### config.mk
export PLATFORM = sky130hd
export DESIGN_NAME = reset_and_power_mode_ctrl
export DESIGN_NICKNAME = d
export VERILOG_FILES = /design/src/verilog/rpm_pkg.sv /design/src/verilog/tick_divider.sv /design/src/verilog/release_timer.sv /design/src/verilog/reset_and_power_mode_ctrl.sv
export SDC_FILE = /design/constraint.sdc
export NUM_CORES = 1
export LEC_CHECK = 0
export ABC_AREA = 0
export CORE_ASPECT_RATIO = 0.8
export CORE_MARGIN = 8
export CORE_UTILIZATION = 50
export DETAILED_ROUTE_END_ITERATION = 12
export DONT_BUFFER_PORTS = 1
export GPL_ROUTABILITY_DRIVEN = 0
export PLACE_DENSITY_LB_ADDON = 0.05
export SETUP_SLACK_MARGIN = 0.5
export SLEW_MARGIN = 10
export SYNTH_ARGS = -nofsm -noshare
export SYNTH_HDL_FRONTEND = slang
export SYNTH_SLANG_ARGS = --single-unit
### constraint.sdc
create_clock -name mclk -period 4.01 [get_ports mclk]
set_clock_uncertainty 0.05 [all_clocks]
set_input_delay 0.401 -clock mclk [delete_from_list [all_inputs] [get_ports mclk]]
set_output_delay 0.401 -clock mclk [all_outputs]
set_load 0.02 [all_outputs]
### src/verilog/rpm_pkg.sv
// ==========================================================================
// shared constants for reset and power mode control
package rpm_pkg;

   // ========================================================================
   // register map: printed offsets are indices, byte address is index * 4
   localparam int         ADDR_W            = 12;
   localparam logic [7:0] IDX_POWER_CONTROL = 8'h87;
   localparam logic [7:0] IDX_SUPPLY_MON    = 8'hff;
   localparam logic [7:0] IDX_RESET_SOURCE  = 8'h90;
   localparam logic [7:0] IDX_IRQ_STATUS    = 8'h91;
   localparam logic [7:0] IDX_IRQ_ENABLE    = 8'h92;
   localparam logic [7:0] IDX_IRQ_CLEAR     = 8'h93;

   // ========================================================================
   // field positions
   localparam int PC_IDLE_BIT  = 0;
   localparam int PC_STOP_BIT  = 1;
   localparam int PC_FLAGS_LSB = 2;
   localparam int PC_FLAGS_W   = 6;
   localparam int RS_POR_BIT   = 1;
   localparam int SM_EN_BIT    = 7;
   localparam int SM_STAT_BIT  = 6;
   localparam int IRQ_W        = 3;
   localparam int IRQ_POR_DONE = 0;
   localparam int IRQ_MON_RST  = 1;
   localparam int IRQ_IDLE_WK  = 2;

   // ========================================================================
   // reset values and bus answers
   localparam logic [PC_FLAGS_W-1:0] FLAGS_RST    = 6'h00;
   localparam logic [IRQ_W-1:0]      IRQ_RST      = 3'h0;
   localparam logic [15:0]           RESET_VECTOR = 16'h0000;
   localparam logic [1:0]            AXI_OKAY     = 2'h0;
   localparam logic [1:0]            AXI_SLVERR   = 2'h2;

   // ========================================================================
   // timing: longest delay rounds down to whole cycles
   localparam int CLK_FREQ_HZ       = 40_000_000;
   localparam int POR_DELAY_US      = 10_000;
   localparam int POR_DELAY_CYCLES  = POR_DELAY_US * (CLK_FREQ_HZ / 1_000_000);
   localparam int WDT_DIV           = 12;

   typedef enum logic [2:0] {
      ST_POR_WAIT, ST_POR_DELAY, ST_RUN, ST_IDLE, ST_STOP, ST_MON_RESET, ST_SW_RESET
   } pwr_state_t;

   // byte address to register index
   function automatic logic [7:0] regIndex(input logic [ADDR_W-1:0] addr);
      return addr[9:2];
   endfunction

   // true when a byte address hits a register
   function automatic logic isMapped(input logic [ADDR_W-1:0] addr);
      logic [7:0] idx;
      idx = addr[9:2];
      return (addr[ADDR_W-1:10] == 2'h0) &&
             (idx == IDX_POWER_CONTROL || idx == IDX_SUPPLY_MON ||
              idx == IDX_RESET_SOURCE || idx == IDX_IRQ_STATUS ||
              idx == IDX_IRQ_ENABLE || idx == IDX_IRQ_CLEAR);
   endfunction

endpackage

### src/verilog/tick_divider.sv
`timescale 1ns/1ps
// ==========================================================================
// one-cycle enable pulse every DIV cycles while enabled
module tick_divider import rpm_pkg::*; #(
   parameter int DIV = WDT_DIV
) (
   // clock and reset
   input  wire logic mclk,
   input  wire logic arst_n,
   // control
   input  wire logic en,
   output wire logic tick
);
   typedef struct packed {
      logic [7:0] cnt;
      logic       tick;
   } div_state_t;

   localparam div_state_t DIV_RST = '{cnt: 8'h00, tick: 1'b0};
   localparam logic [7:0] LAST    = 8'(DIV - 1);

   div_state_t s, next_s;

   // count restarts whenever the divider is disabled
   always_comb begin
      next_s      = s;
      next_s.tick = 1'b0;
      if (!en) begin
         next_s.cnt = 8'h00;
      end else if (s.cnt == LAST) begin
         next_s.cnt  = 8'h00;
         next_s.tick = 1'b1;
      end else begin
         next_s.cnt = s.cnt + 8'h01;
      end
   end

   always_ff @(posedge mclk or negedge arst_n) begin
      if (!arst_n) begin
         s <= DIV_RST;
      end else begin
         s <= next_s;
      end
   end

   assign tick = s.tick;
endmodule // tick_divider

### src/verilog/release_timer.sv
`timescale 1ns/1ps
// ==========================================================================
// one-shot delay: done rises CYCLES cycles after load
module release_timer #(
   parameter int CYCLES = 400000
) (
   // clock and reset
   input  wire logic mclk,
   input  wire logic arst_n,
   // control
   input  wire logic load,
   output wire logic done
);
   typedef struct packed {
      logic [31:0] cnt;
      logic        done;
   } tmr_state_t;

   localparam tmr_state_t TMR_RST = '{cnt: 32'h0, done: 1'b0};

   tmr_state_t s, next_s;

   // a fresh load always restarts the full wait
   always_comb begin
      next_s = s;
      if (load) begin
         next_s.cnt  = 32'(CYCLES - 1);
         next_s.done = 1'b0;
      end else if (s.cnt != 32'h0) begin
         next_s.cnt = s.cnt - 32'h1;
      end else begin
         next_s.done = 1'b1;
      end
   end

   always_ff @(posedge mclk or negedge arst_n) begin
      if (!arst_n) begin
         s <= TMR_RST;
      end else begin
         s <= next_s;
      end
   end

   assign done = s.done;
endmodule // release_timer

### src/verilog/reset_and_power_mode_ctrl.sv
// Chosen here: the AXI4-Lite register port.
`timescale 1ns/1ps
// ==========================================================================
// Function
// - power control bits 7:2 are plain software read/write flags
// - writing bit 1 enters stop: processor halted, internal oscillator off
// - writing bit 0 enters idle: only processor clock gated
// - stop and idle select bits always read back zero
// - idle ends on enabled interrupt or any reset; interrupt resumes execution
// - stop ends only through an internal or external reset
// - entering reset halts execution, resets registers, disables interrupts and timers
// - reset leaves data memory untouched; stack pointer still reset
// - during reset port latches all ones, open drain, weak pull-ups on
// - reset pin driven low only during power-on and supply-monitor resets
// - reset exit clears program counter, internal clock, watchdog div 12
// - power-up waits for supply above threshold, then power-on delay
// - power-on flag set on power-on exit, cleared by other resets
// - after power-on the supply monitor is enabled and selected
// - supply below threshold holds reset until supply recovers
// - only power-on reset changes supply monitor enable state
// - supply-monitor reset release has no power-on delay
// - monitor enable reads one after power-on; status bit shows supply
module reset_and_power_mode_ctrl import rpm_pkg::*; #(
   parameter int PorDelayCycles = POR_DELAY_CYCLES
) (
   // clock and reset
   input  wire logic              mclk,
   input  wire logic              arst_n,
   // axi4-lite write address and data
   input  wire logic [ADDR_W-1:0] s_axi_awaddr,
   input  wire logic              s_axi_awvalid,
   output wire logic              s_axi_awready,
   input  wire logic [31:0]       s_axi_wdata,
   input  wire logic [3:0]        s_axi_wstrb,
   input  wire logic              s_axi_wvalid,
   output wire logic              s_axi_wready,
   // axi4-lite write response
   output wire logic [1:0]        s_axi_bresp,
   output wire logic              s_axi_bvalid,
   input  wire logic              s_axi_bready,
   // axi4-lite read
   input  wire logic [ADDR_W-1:0] s_axi_araddr,
   input  wire logic              s_axi_arvalid,
   output wire logic              s_axi_arready,
   output wire logic [31:0]       s_axi_rdata,
   output wire logic [1:0]        s_axi_rresp,
   output wire logic              s_axi_rvalid,
   input  wire logic              s_axi_rready,
   // supply comparator and wake/reset requests
   input  wire logic              supplyAboveRaw,
   input  wire logic              softResetReq,
   input  wire logic              irqWakeReq,
   // core control
   output wire logic              cpuReset,
   output wire logic              cpuClkEn,
   output wire logic              intOscEn,
   output wire logic              sysClkInternal,
   output wire logic              pcClear,
   output wire logic [15:0]       fetchAddr,
   output wire logic              sfrReset,
   output wire logic              wdtEnable,
   output wire logic              wdtTick,
   // reset pin (open drain) and ports
   output wire logic              rstPinOut,
   output wire logic              rstPinOe_n,
   output wire logic              portLatchOnes,
   output wire logic              portOpenDrain,
   output wire logic              weakPullupEn,
   // interrupt
   output wire logic              irq
);
   typedef struct packed {
      pwr_state_t              st;
      logic                    supSync1;
      logic                    supSync2;
      logic [PC_FLAGS_W-1:0]   gFlags;
      logic                    monEnable;
      logic                    monSelect;
      logic                    porFlag;
      logic [IRQ_W-1:0]        irqStat;
      logic [IRQ_W-1:0]        irqEn;
      logic                    cpuReset;
      logic                    cpuClkEn;
      logic                    intOscEn;
      logic                    pcClear;
      logic                    wdtEnable;
      logic                    rstPinOe_n;
      logic                    irq;
      logic                    awHeld;
      logic                    wHeld;
      logic [ADDR_W-1:0]       awAddr;
      logic [7:0]              wData;
      logic                    wStrb0;
      logic                    awready;
      logic                    wready;
      logic                    bvalid;
      logic [1:0]              bresp;
      logic                    arready;
      logic                    rvalid;
      logic [31:0]             rdata;
      logic [1:0]              rresp;
      logic                    rdPc;
   } ctrl_state_t;

   // power-up: monitor enabled and selected, chip held in reset
   localparam ctrl_state_t CTRL_RST = '{
      st: ST_POR_WAIT, supSync1: 1'b0, supSync2: 1'b0, gFlags: FLAGS_RST,
      monEnable: 1'b1, monSelect: 1'b1, porFlag: 1'b0, irqStat: IRQ_RST,
      irqEn: IRQ_RST, cpuReset: 1'b1, cpuClkEn: 1'b0, intOscEn: 1'b1,
      pcClear: 1'b0, wdtEnable: 1'b0, rstPinOe_n: 1'b0, irq: 1'b0,
      awHeld: 1'b0, wHeld: 1'b0, awAddr: '0, wData: 8'h00, wStrb0: 1'b0,
      awready: 1'b0, wready: 1'b0, bvalid: 1'b0, bresp: AXI_OKAY,
      arready: 1'b0, rvalid: 1'b0, rdata: 32'h0, rresp: AXI_OKAY, rdPc: 1'b0};

   ctrl_state_t s, next_s;
   logic        timerLoad;
   logic        timerDone;
   logic        doWrite;
   logic        monTrig;
   logic [7:0]  wIdx;

   // true for every state in which the core is held in reset
   function automatic logic inReset(input pwr_state_t st);
      return st == ST_POR_WAIT || st == ST_POR_DELAY ||
             st == ST_MON_RESET || st == ST_SW_RESET;
   endfunction

   // read mux; bits not listed read zero
   function automatic logic [31:0] readReg(input ctrl_state_t c, input logic [7:0] idx);
      logic [31:0] v;
      v = 32'h0;
      unique case (idx)
         IDX_POWER_CONTROL: v[PC_FLAGS_LSB +: PC_FLAGS_W] = c.gFlags;
         IDX_SUPPLY_MON: begin
            v[SM_EN_BIT]   = c.monEnable;
            v[SM_STAT_BIT] = c.supSync2;
         end
         IDX_RESET_SOURCE: v[RS_POR_BIT] = c.porFlag;
         IDX_IRQ_STATUS:   v[IRQ_W-1:0]  = c.irqStat;
         IDX_IRQ_ENABLE:   v[IRQ_W-1:0]  = c.irqEn;
         default:          v             = 32'h0;
      endcase
      return v;
   endfunction

   // ========================================================================
   // power-on delay and watchdog clock
   release_timer #(.CYCLES(PorDelayCycles)) u_por_timer (
      .mclk   (mclk),
      .arst_n (arst_n),
      .load   (timerLoad),
      .done   (timerDone)
   );

   tick_divider #(.DIV(WDT_DIV)) u_wdt_div (
      .mclk   (mclk),
      .arst_n (arst_n),
      .en     (s.wdtEnable),
      .tick   (wdtTick)
   );

   // ========================================================================
   // next state: bus slave, registers, sequencer
   always_comb begin
      logic [IRQ_W-1:0] events;
      logic             nextRst;
      events  = IRQ_RST;
      nextRst = 1'b0;
      next_s  = s;
      // first sync stage feeds only the second
      next_s.supSync1 = supplyAboveRaw;
      next_s.supSync2 = s.supSync1;
      monTrig   = s.monEnable && s.monSelect && !s.supSync2;
      timerLoad = 1'b0;

      // address and data are taken in either order
      if (s_axi_awvalid && s.awready) begin
         next_s.awHeld = 1'b1;
         next_s.awAddr = s_axi_awaddr;
      end
      if (s_axi_wvalid && s.wready) begin
         next_s.wHeld  = 1'b1;
         next_s.wData  = s_axi_wdata[7:0];
         next_s.wStrb0 = s_axi_wstrb[0];
      end
      if (s.bvalid && s_axi_bready) begin
         next_s.bvalid = 1'b0;
      end
      doWrite = s.awHeld && s.wHeld && !s.bvalid;
      wIdx    = regIndex(s.awAddr);
      if (doWrite) begin
         next_s.awHeld = 1'b0;
         next_s.wHeld  = 1'b0;
         next_s.bvalid = 1'b1;
         next_s.bresp  = isMapped(s.awAddr) ? AXI_OKAY : AXI_SLVERR;
      end

      // read answers on the same edge that takes the address
      if (s.rvalid && s_axi_rready) begin
         next_s.rvalid = 1'b0;
      end
      if (s_axi_arvalid && s.arready) begin
         next_s.rvalid = 1'b1;
         next_s.rdata  = readReg(s, regIndex(s_axi_araddr));
         next_s.rresp  = isMapped(s_axi_araddr) ? AXI_OKAY : AXI_SLVERR;
         next_s.rdPc   = regIndex(s_axi_araddr) == IDX_POWER_CONTROL;
      end

      // register writes; lane 0 carries every field
      if (doWrite && s.wStrb0 && isMapped(s.awAddr)) begin
         unique case (wIdx)
            IDX_POWER_CONTROL: begin
               next_s.gFlags = s.wData[PC_FLAGS_LSB +: PC_FLAGS_W];
               if (s.wData[PC_STOP_BIT] && s.st == ST_RUN) begin
                  next_s.st = ST_STOP;
               end else if (s.wData[PC_IDLE_BIT] && s.st == ST_RUN) begin
                  next_s.st = ST_IDLE;
               end
            end
            // select after enabling is software's duty
            IDX_RESET_SOURCE: next_s.monSelect = s.wData[RS_POR_BIT];
            IDX_SUPPLY_MON:   next_s.monEnable = s.wData[SM_EN_BIT];
            IDX_IRQ_ENABLE:   next_s.irqEn     = s.wData[IRQ_W-1:0];
            IDX_IRQ_CLEAR:    next_s.irqStat   = s.irqStat & ~s.wData[IRQ_W-1:0];
            default: ;
         endcase
      end

      // sequencer; resets outrank a mode write made in the same cycle
      unique case (s.st)
         ST_POR_WAIT: begin
            if (s.supSync2) begin
               next_s.st = ST_POR_DELAY;
               timerLoad = 1'b1;
            end
         end
         ST_POR_DELAY: begin
            if (!s.supSync2) begin
               next_s.st = ST_POR_WAIT;
            end else if (timerDone) begin
               next_s.st      = ST_RUN;
               next_s.porFlag = 1'b1;
               events[IRQ_POR_DONE] = 1'b1;
            end
         end
         ST_RUN, ST_IDLE, ST_STOP: begin
            if (monTrig) begin
               next_s.st = ST_MON_RESET;
               events[IRQ_MON_RST] = 1'b1;
            end else if (softResetReq) begin
               next_s.st = ST_SW_RESET;
            end else if (s.st == ST_IDLE && irqWakeReq) begin
               next_s.st = ST_RUN;
               events[IRQ_IDLE_WK] = 1'b1;
            end
         end
         ST_MON_RESET: begin
            if (s.supSync2) begin
               next_s.st      = ST_RUN;
               next_s.porFlag = 1'b0;
            end
         end
         ST_SW_RESET: begin
            if (monTrig) begin
               next_s.st = ST_MON_RESET;
               events[IRQ_MON_RST] = 1'b1;
            end else begin
               next_s.st      = ST_RUN;
               next_s.porFlag = 1'b0;
            end
         end
      endcase

      // register reset; memory and monitor enable kept
      nextRst = inReset(next_s.st);
      if (nextRst) begin
         next_s.gFlags = FLAGS_RST;
         next_s.irqEn  = IRQ_RST;
      end

      // core controls follow the next state
      next_s.cpuReset  = nextRst;
      next_s.cpuClkEn  = next_s.st == ST_RUN;
      next_s.intOscEn  = next_s.st != ST_STOP;
      next_s.pcClear   = inReset(s.st) && !nextRst;
      next_s.wdtEnable = !nextRst;
      // pin driven only for power and monitor resets
      next_s.rstPinOe_n = !(next_s.st == ST_POR_WAIT || next_s.st == ST_POR_DELAY ||
                            next_s.st == ST_MON_RESET);

      // set wins over a clear in the same cycle
      next_s.irqStat = next_s.irqStat | events;
      next_s.irq     = |(next_s.irqStat & next_s.irqEn);

      // one write and one read at a time
      next_s.awready = !next_s.awHeld && !next_s.bvalid;
      next_s.wready  = !next_s.wHeld && !next_s.bvalid;
      next_s.arready = !next_s.rvalid;
   end

   // ========================================================================
   // state register; power-on reset loads the defined values
   always_ff @(posedge mclk or negedge arst_n) begin
      if (!arst_n) begin
         s <= CTRL_RST;
      end else begin
         s <= next_s;
      end
   end

   // ========================================================================
   // outputs
   assign s_axi_awready  = s.awready;
   assign s_axi_wready   = s.wready;
   assign s_axi_bvalid   = s.bvalid;
   assign s_axi_bresp    = s.bresp;
   assign s_axi_arready  = s.arready;
   assign s_axi_rvalid   = s.rvalid;
   assign s_axi_rdata    = s.rdata;
   assign s_axi_rresp    = s.rresp;
   assign cpuReset       = s.cpuReset;
   assign cpuClkEn       = s.cpuClkEn;
   assign intOscEn       = s.intOscEn;
   assign sysClkInternal = 1'b1;            // no other clock source in this block
   assign pcClear        = s.pcClear;
   assign fetchAddr      = RESET_VECTOR;
   assign sfrReset       = s.cpuReset;
   assign wdtEnable      = s.wdtEnable;
   assign rstPinOut      = 1'b0;            // open drain: only ever pulls low
   assign rstPinOe_n     = s.rstPinOe_n;
   assign portLatchOnes  = s.cpuReset;
   assign portOpenDrain  = s.cpuReset;
   assign weakPullupEn   = 1'b1;
   assign irq            = s.irq;
endmodule // reset_and_power_mode_ctrl

==> flow_summary.json <==
{
  "synth_top_family_by_area": "simple AND/OR/NAND/NOR gates",
  "cts_setup_buffers": 0,
  "fin_ws_ps": 1110,
  "synth.most_common_cell": "dfrtp_1",
  "layout-drive-gt1-share_pct": 10.9,
  "setup_violations": 0,
  "slew-limit-headroom_pct": 30.9,
  "die_area_um2": 14600,
  "routed-wl-met2_mm": 4.50,
  "synth_seq_cells": 105,
  "coreArea_um2": 10800,
  "async_reset_ff_share_pct": 100,
  "power_uw": 3400,
  "dr.max_layer_used": "met4",
  "routed_wl_mm": 11.0,
  "p_per_area_nw_per_um2": 600,
  "synth_xor_area_share_pct": 4.95,
  "die_h_um": 110,
  "grt_pass1_wl_mm": 18.1,
  "max-vdd-ir-drop_v": 0.000277,
  "synth-compound-area-share_pct": 8.54,
  "wl_met3_mm": 1.03,
  "pwr-share-comb_pct": 24.9,
  "initial_utilization_pct": 50.9,
  "synth_common_cells": "101 x dfrtp_1, 59 x buf_4, 51 x nor2_1",
  "instances_no_fill": 676,
  "status": "finished clean",
  "fillers": 1002,
  "layout.nets": 599,
  "grt_pass1_vias": 3506,
  "hold_viol": 0,
  "io_pins": 141,
  "antenna_cells": 0,
  "dp.cells": 658,
  "cap_violations": 0,
  "p_clk_share_pct": 26.9,
  "synth_ff_type": "dfrtp_1",
  "cts_tree": "done",
  "numPortBuffers": 0,
  "grt_max_degree": 106,
  "worst_slew_pin_slew_ps": 1030,
  "cts-buffers-inserted": 9,
  "maxSlewViolCount": 0,
  "ys_warn_count": 0,
  "clock_path_buffers": 2,
  "synthSimpleGateAreaFrac_pct": 21.0,
  "netlist_area_um2": 5480,
  "preCtsSetupSlack_ps": 1110,
  "p_seq_share_pct": 48.3,
  "synth_cells": 546,
  "grt_use_total_pct": 15.2,
  "required_ps": 4170,
  "synth_area_leaders": "dfrtp_1 46%, buf_4 8.1%, mux2_2 4.9%",
  "final.setup.tns_ps": 0,
  "rsz0062_at_grt": "no",
  "viasPerCell": 5.38,
  "routed-via-count": 3639,
  "cts_root_buffer": "clkbuf_16",
  "ctsResizeCount": 0,
  "syn2layout_area_growth_pct": 3.33,
  "start_kind": "flop",
  "drtIter0Drc": 185,
  "drc": 0,
  "synth-edff-count": 0,
  "fin_crit_sh_pct": 72.3,
  "worst-path-max-fanout": 13,
  "wl_per_cell_um": 16.2,
  "arrival_ps": 3060,
  "worstSkewPairLatency_ps": 340,
  "drtAntennaViolNets": 0,
  "switching_share_pct": 36.4,
  "crit_path_end_kind": "flop",
  "crit_type": "reg -> reg",
  "min_period_ps": 2900,
  "synthAdderAreaFrac_pct": 0.457,
  "syn_area_per_cell_um2": 10.0,
  "clkSinkCount": 105,
  "p_int_uw": 2160,
  "h-tree-depth": 3,
  "synth_mux_area_share_pct": 6.76,
  "power_leakage_uw": 0.00241,
  "hpwl_mm": 8.07,
  "power.switching_uw": 1240,
  "synth_top_area_share_pct": 46.1,
  "seq_area_frac_synth_pct": 48.0,
  "grt_antenna_before_repair": 0,
  "fmax_mhz": 345,
  "yosys.area.top_type": "dfrtp_1",
  "dr.pass1.iters": 5,
  "ys_types": 60,
  "wl_met1_mm": 5.38,
  "hold_class": "in -> reg",
  "cts.clk_slew.worst_paths_ps": 80,
  "fp-row-count": 34,
  "die_w_um": 133,
  "grt_overflow": 0
}
==> final timing paths <==
kind                             startpoint           endpoint  slack (ps)  cells after the start
setup / recovery           u_por_timer.s[7]  u_por_timer.s[18]        1110                      6
hold / removal               supplyAboveRaw         next_s[87]          30                      0
setup reg to reg           u_por_timer.s[7]  u_por_timer.s[18]        1110                      6
hold reg to reg                  next_s[87]              s[87]         320                      0
max in group asynchronous            arst_n              s[80]        2900                      2
min in group asynchronous            arst_n  u_por_timer.s[11]         590                      2
==> through the flow <==
stage,cell area (um^2),hold slack (ps),util (%)
finish,5660,27.6,52.6
global route,5660,4.13,52.6
CTS,5660,8.25,52.6
detailed placement,5320,60.7,49.4
global placement,5320,60.5,49.4
floorplan,5640,55.4,-
==> per-layer routing <==
| metal | vias to the layer above | track usage, % |
|---|---|---|
| met2 | 106 | 21.6 |
| met1 | 1756 | 21.5 |
| met3 | 5 | 5.84 |
| met5 | - | 0 |
| li1 | 1772 | - |
| met4 | 0 | 3.64 |
==> worst max-delay path, cell delays in order, from the launching register on <==
cell      delay, ps
dfrtp_1         400
or4_4           560
or4b_4          590
nand4b_1        600
nand4_1         320
xor2_1          170
nand2_1          70
==> final cells by class <==
class | count | area (um^2) | share of cell area [%]
multi-input combinational | 397 | 2450 | 43.3
sequential | 105 | 2630 | 46.5
clock inverter | 6 | 72.6 | 1.28
timing repair buffer | 3 | 45.0 | 0.795
clock buffer | 10 | 239 | 4.22
inverter | 11 | 41.3 | 0.729
tap | 144 | 180 | 3.18
==> kinds of logic after synthesis <==
group | Yosys count
simple gates | 218
flops | 105
buf+inv | 87
compound gates | 67
mux | 34
xor+xnor | 31
fa+ha+maj | 2
other cells | 2
==> layout by cell type (no fill, tap or decap), drive strengths merged, types with 3 or more instances in the layout <==
master / netlist / routed
dfrtp: 101 / 101
nor2: 51 / 51
nand2: 48 / 48
conb: 2 / 45
mux2: 24 / 24
nor3: 23 / 23
xor2: 22 / 22
o21ai: 21 / 21
nand3: 20 / 20
a21oi: 15 / 15
inv: 11 / 15
nor2b: 11 / 11
mux2i: 10 / 10
clkbuf: 14 / 10
nor3b: 9 / 9
xnor2: 9 / 9
nand4: 7 / 7
nor4: 6 / 6
nand4b: 6 / 6
a22oi: 5 / 5
o31ai: 5 / 5
and3: 5 / 5
nand3b: 4 / 4
nand2b: 4 / 4
a31oi: 4 / 4
or3: 4 / 4
dfstp: 4 / 4
and4: 3 / 3
or2: 3 / 3
and2: 3 / 3
o41ai: 3 / 3
or4: 3 / 3
==> state kept, by name, summed over array words and instances, names as in the netlist, 8 cells and up <==
register / flops
s: 40
s_axi_rdata: 8
u_por_timer.s: 32
u_wdt_div.s: 8
==> power groups by stage <==
stage               clock (uW)  combinational, uW  sequential [uW]
floorplan                    0                821             1510
CTS                        945                855             1640
global route               981                963             1690
finish                     913                846             1640
global placement             0                808             1650
detailed placement           0                826             1660
==> repair_timing <==
action,4_1_cts,5_1_grt
endpoints found under the setup margin,0,0
endpoints found under the hold margin,105,0
hold buffers,2,0
Note: power is estimated with default switching activity, not from simulation.
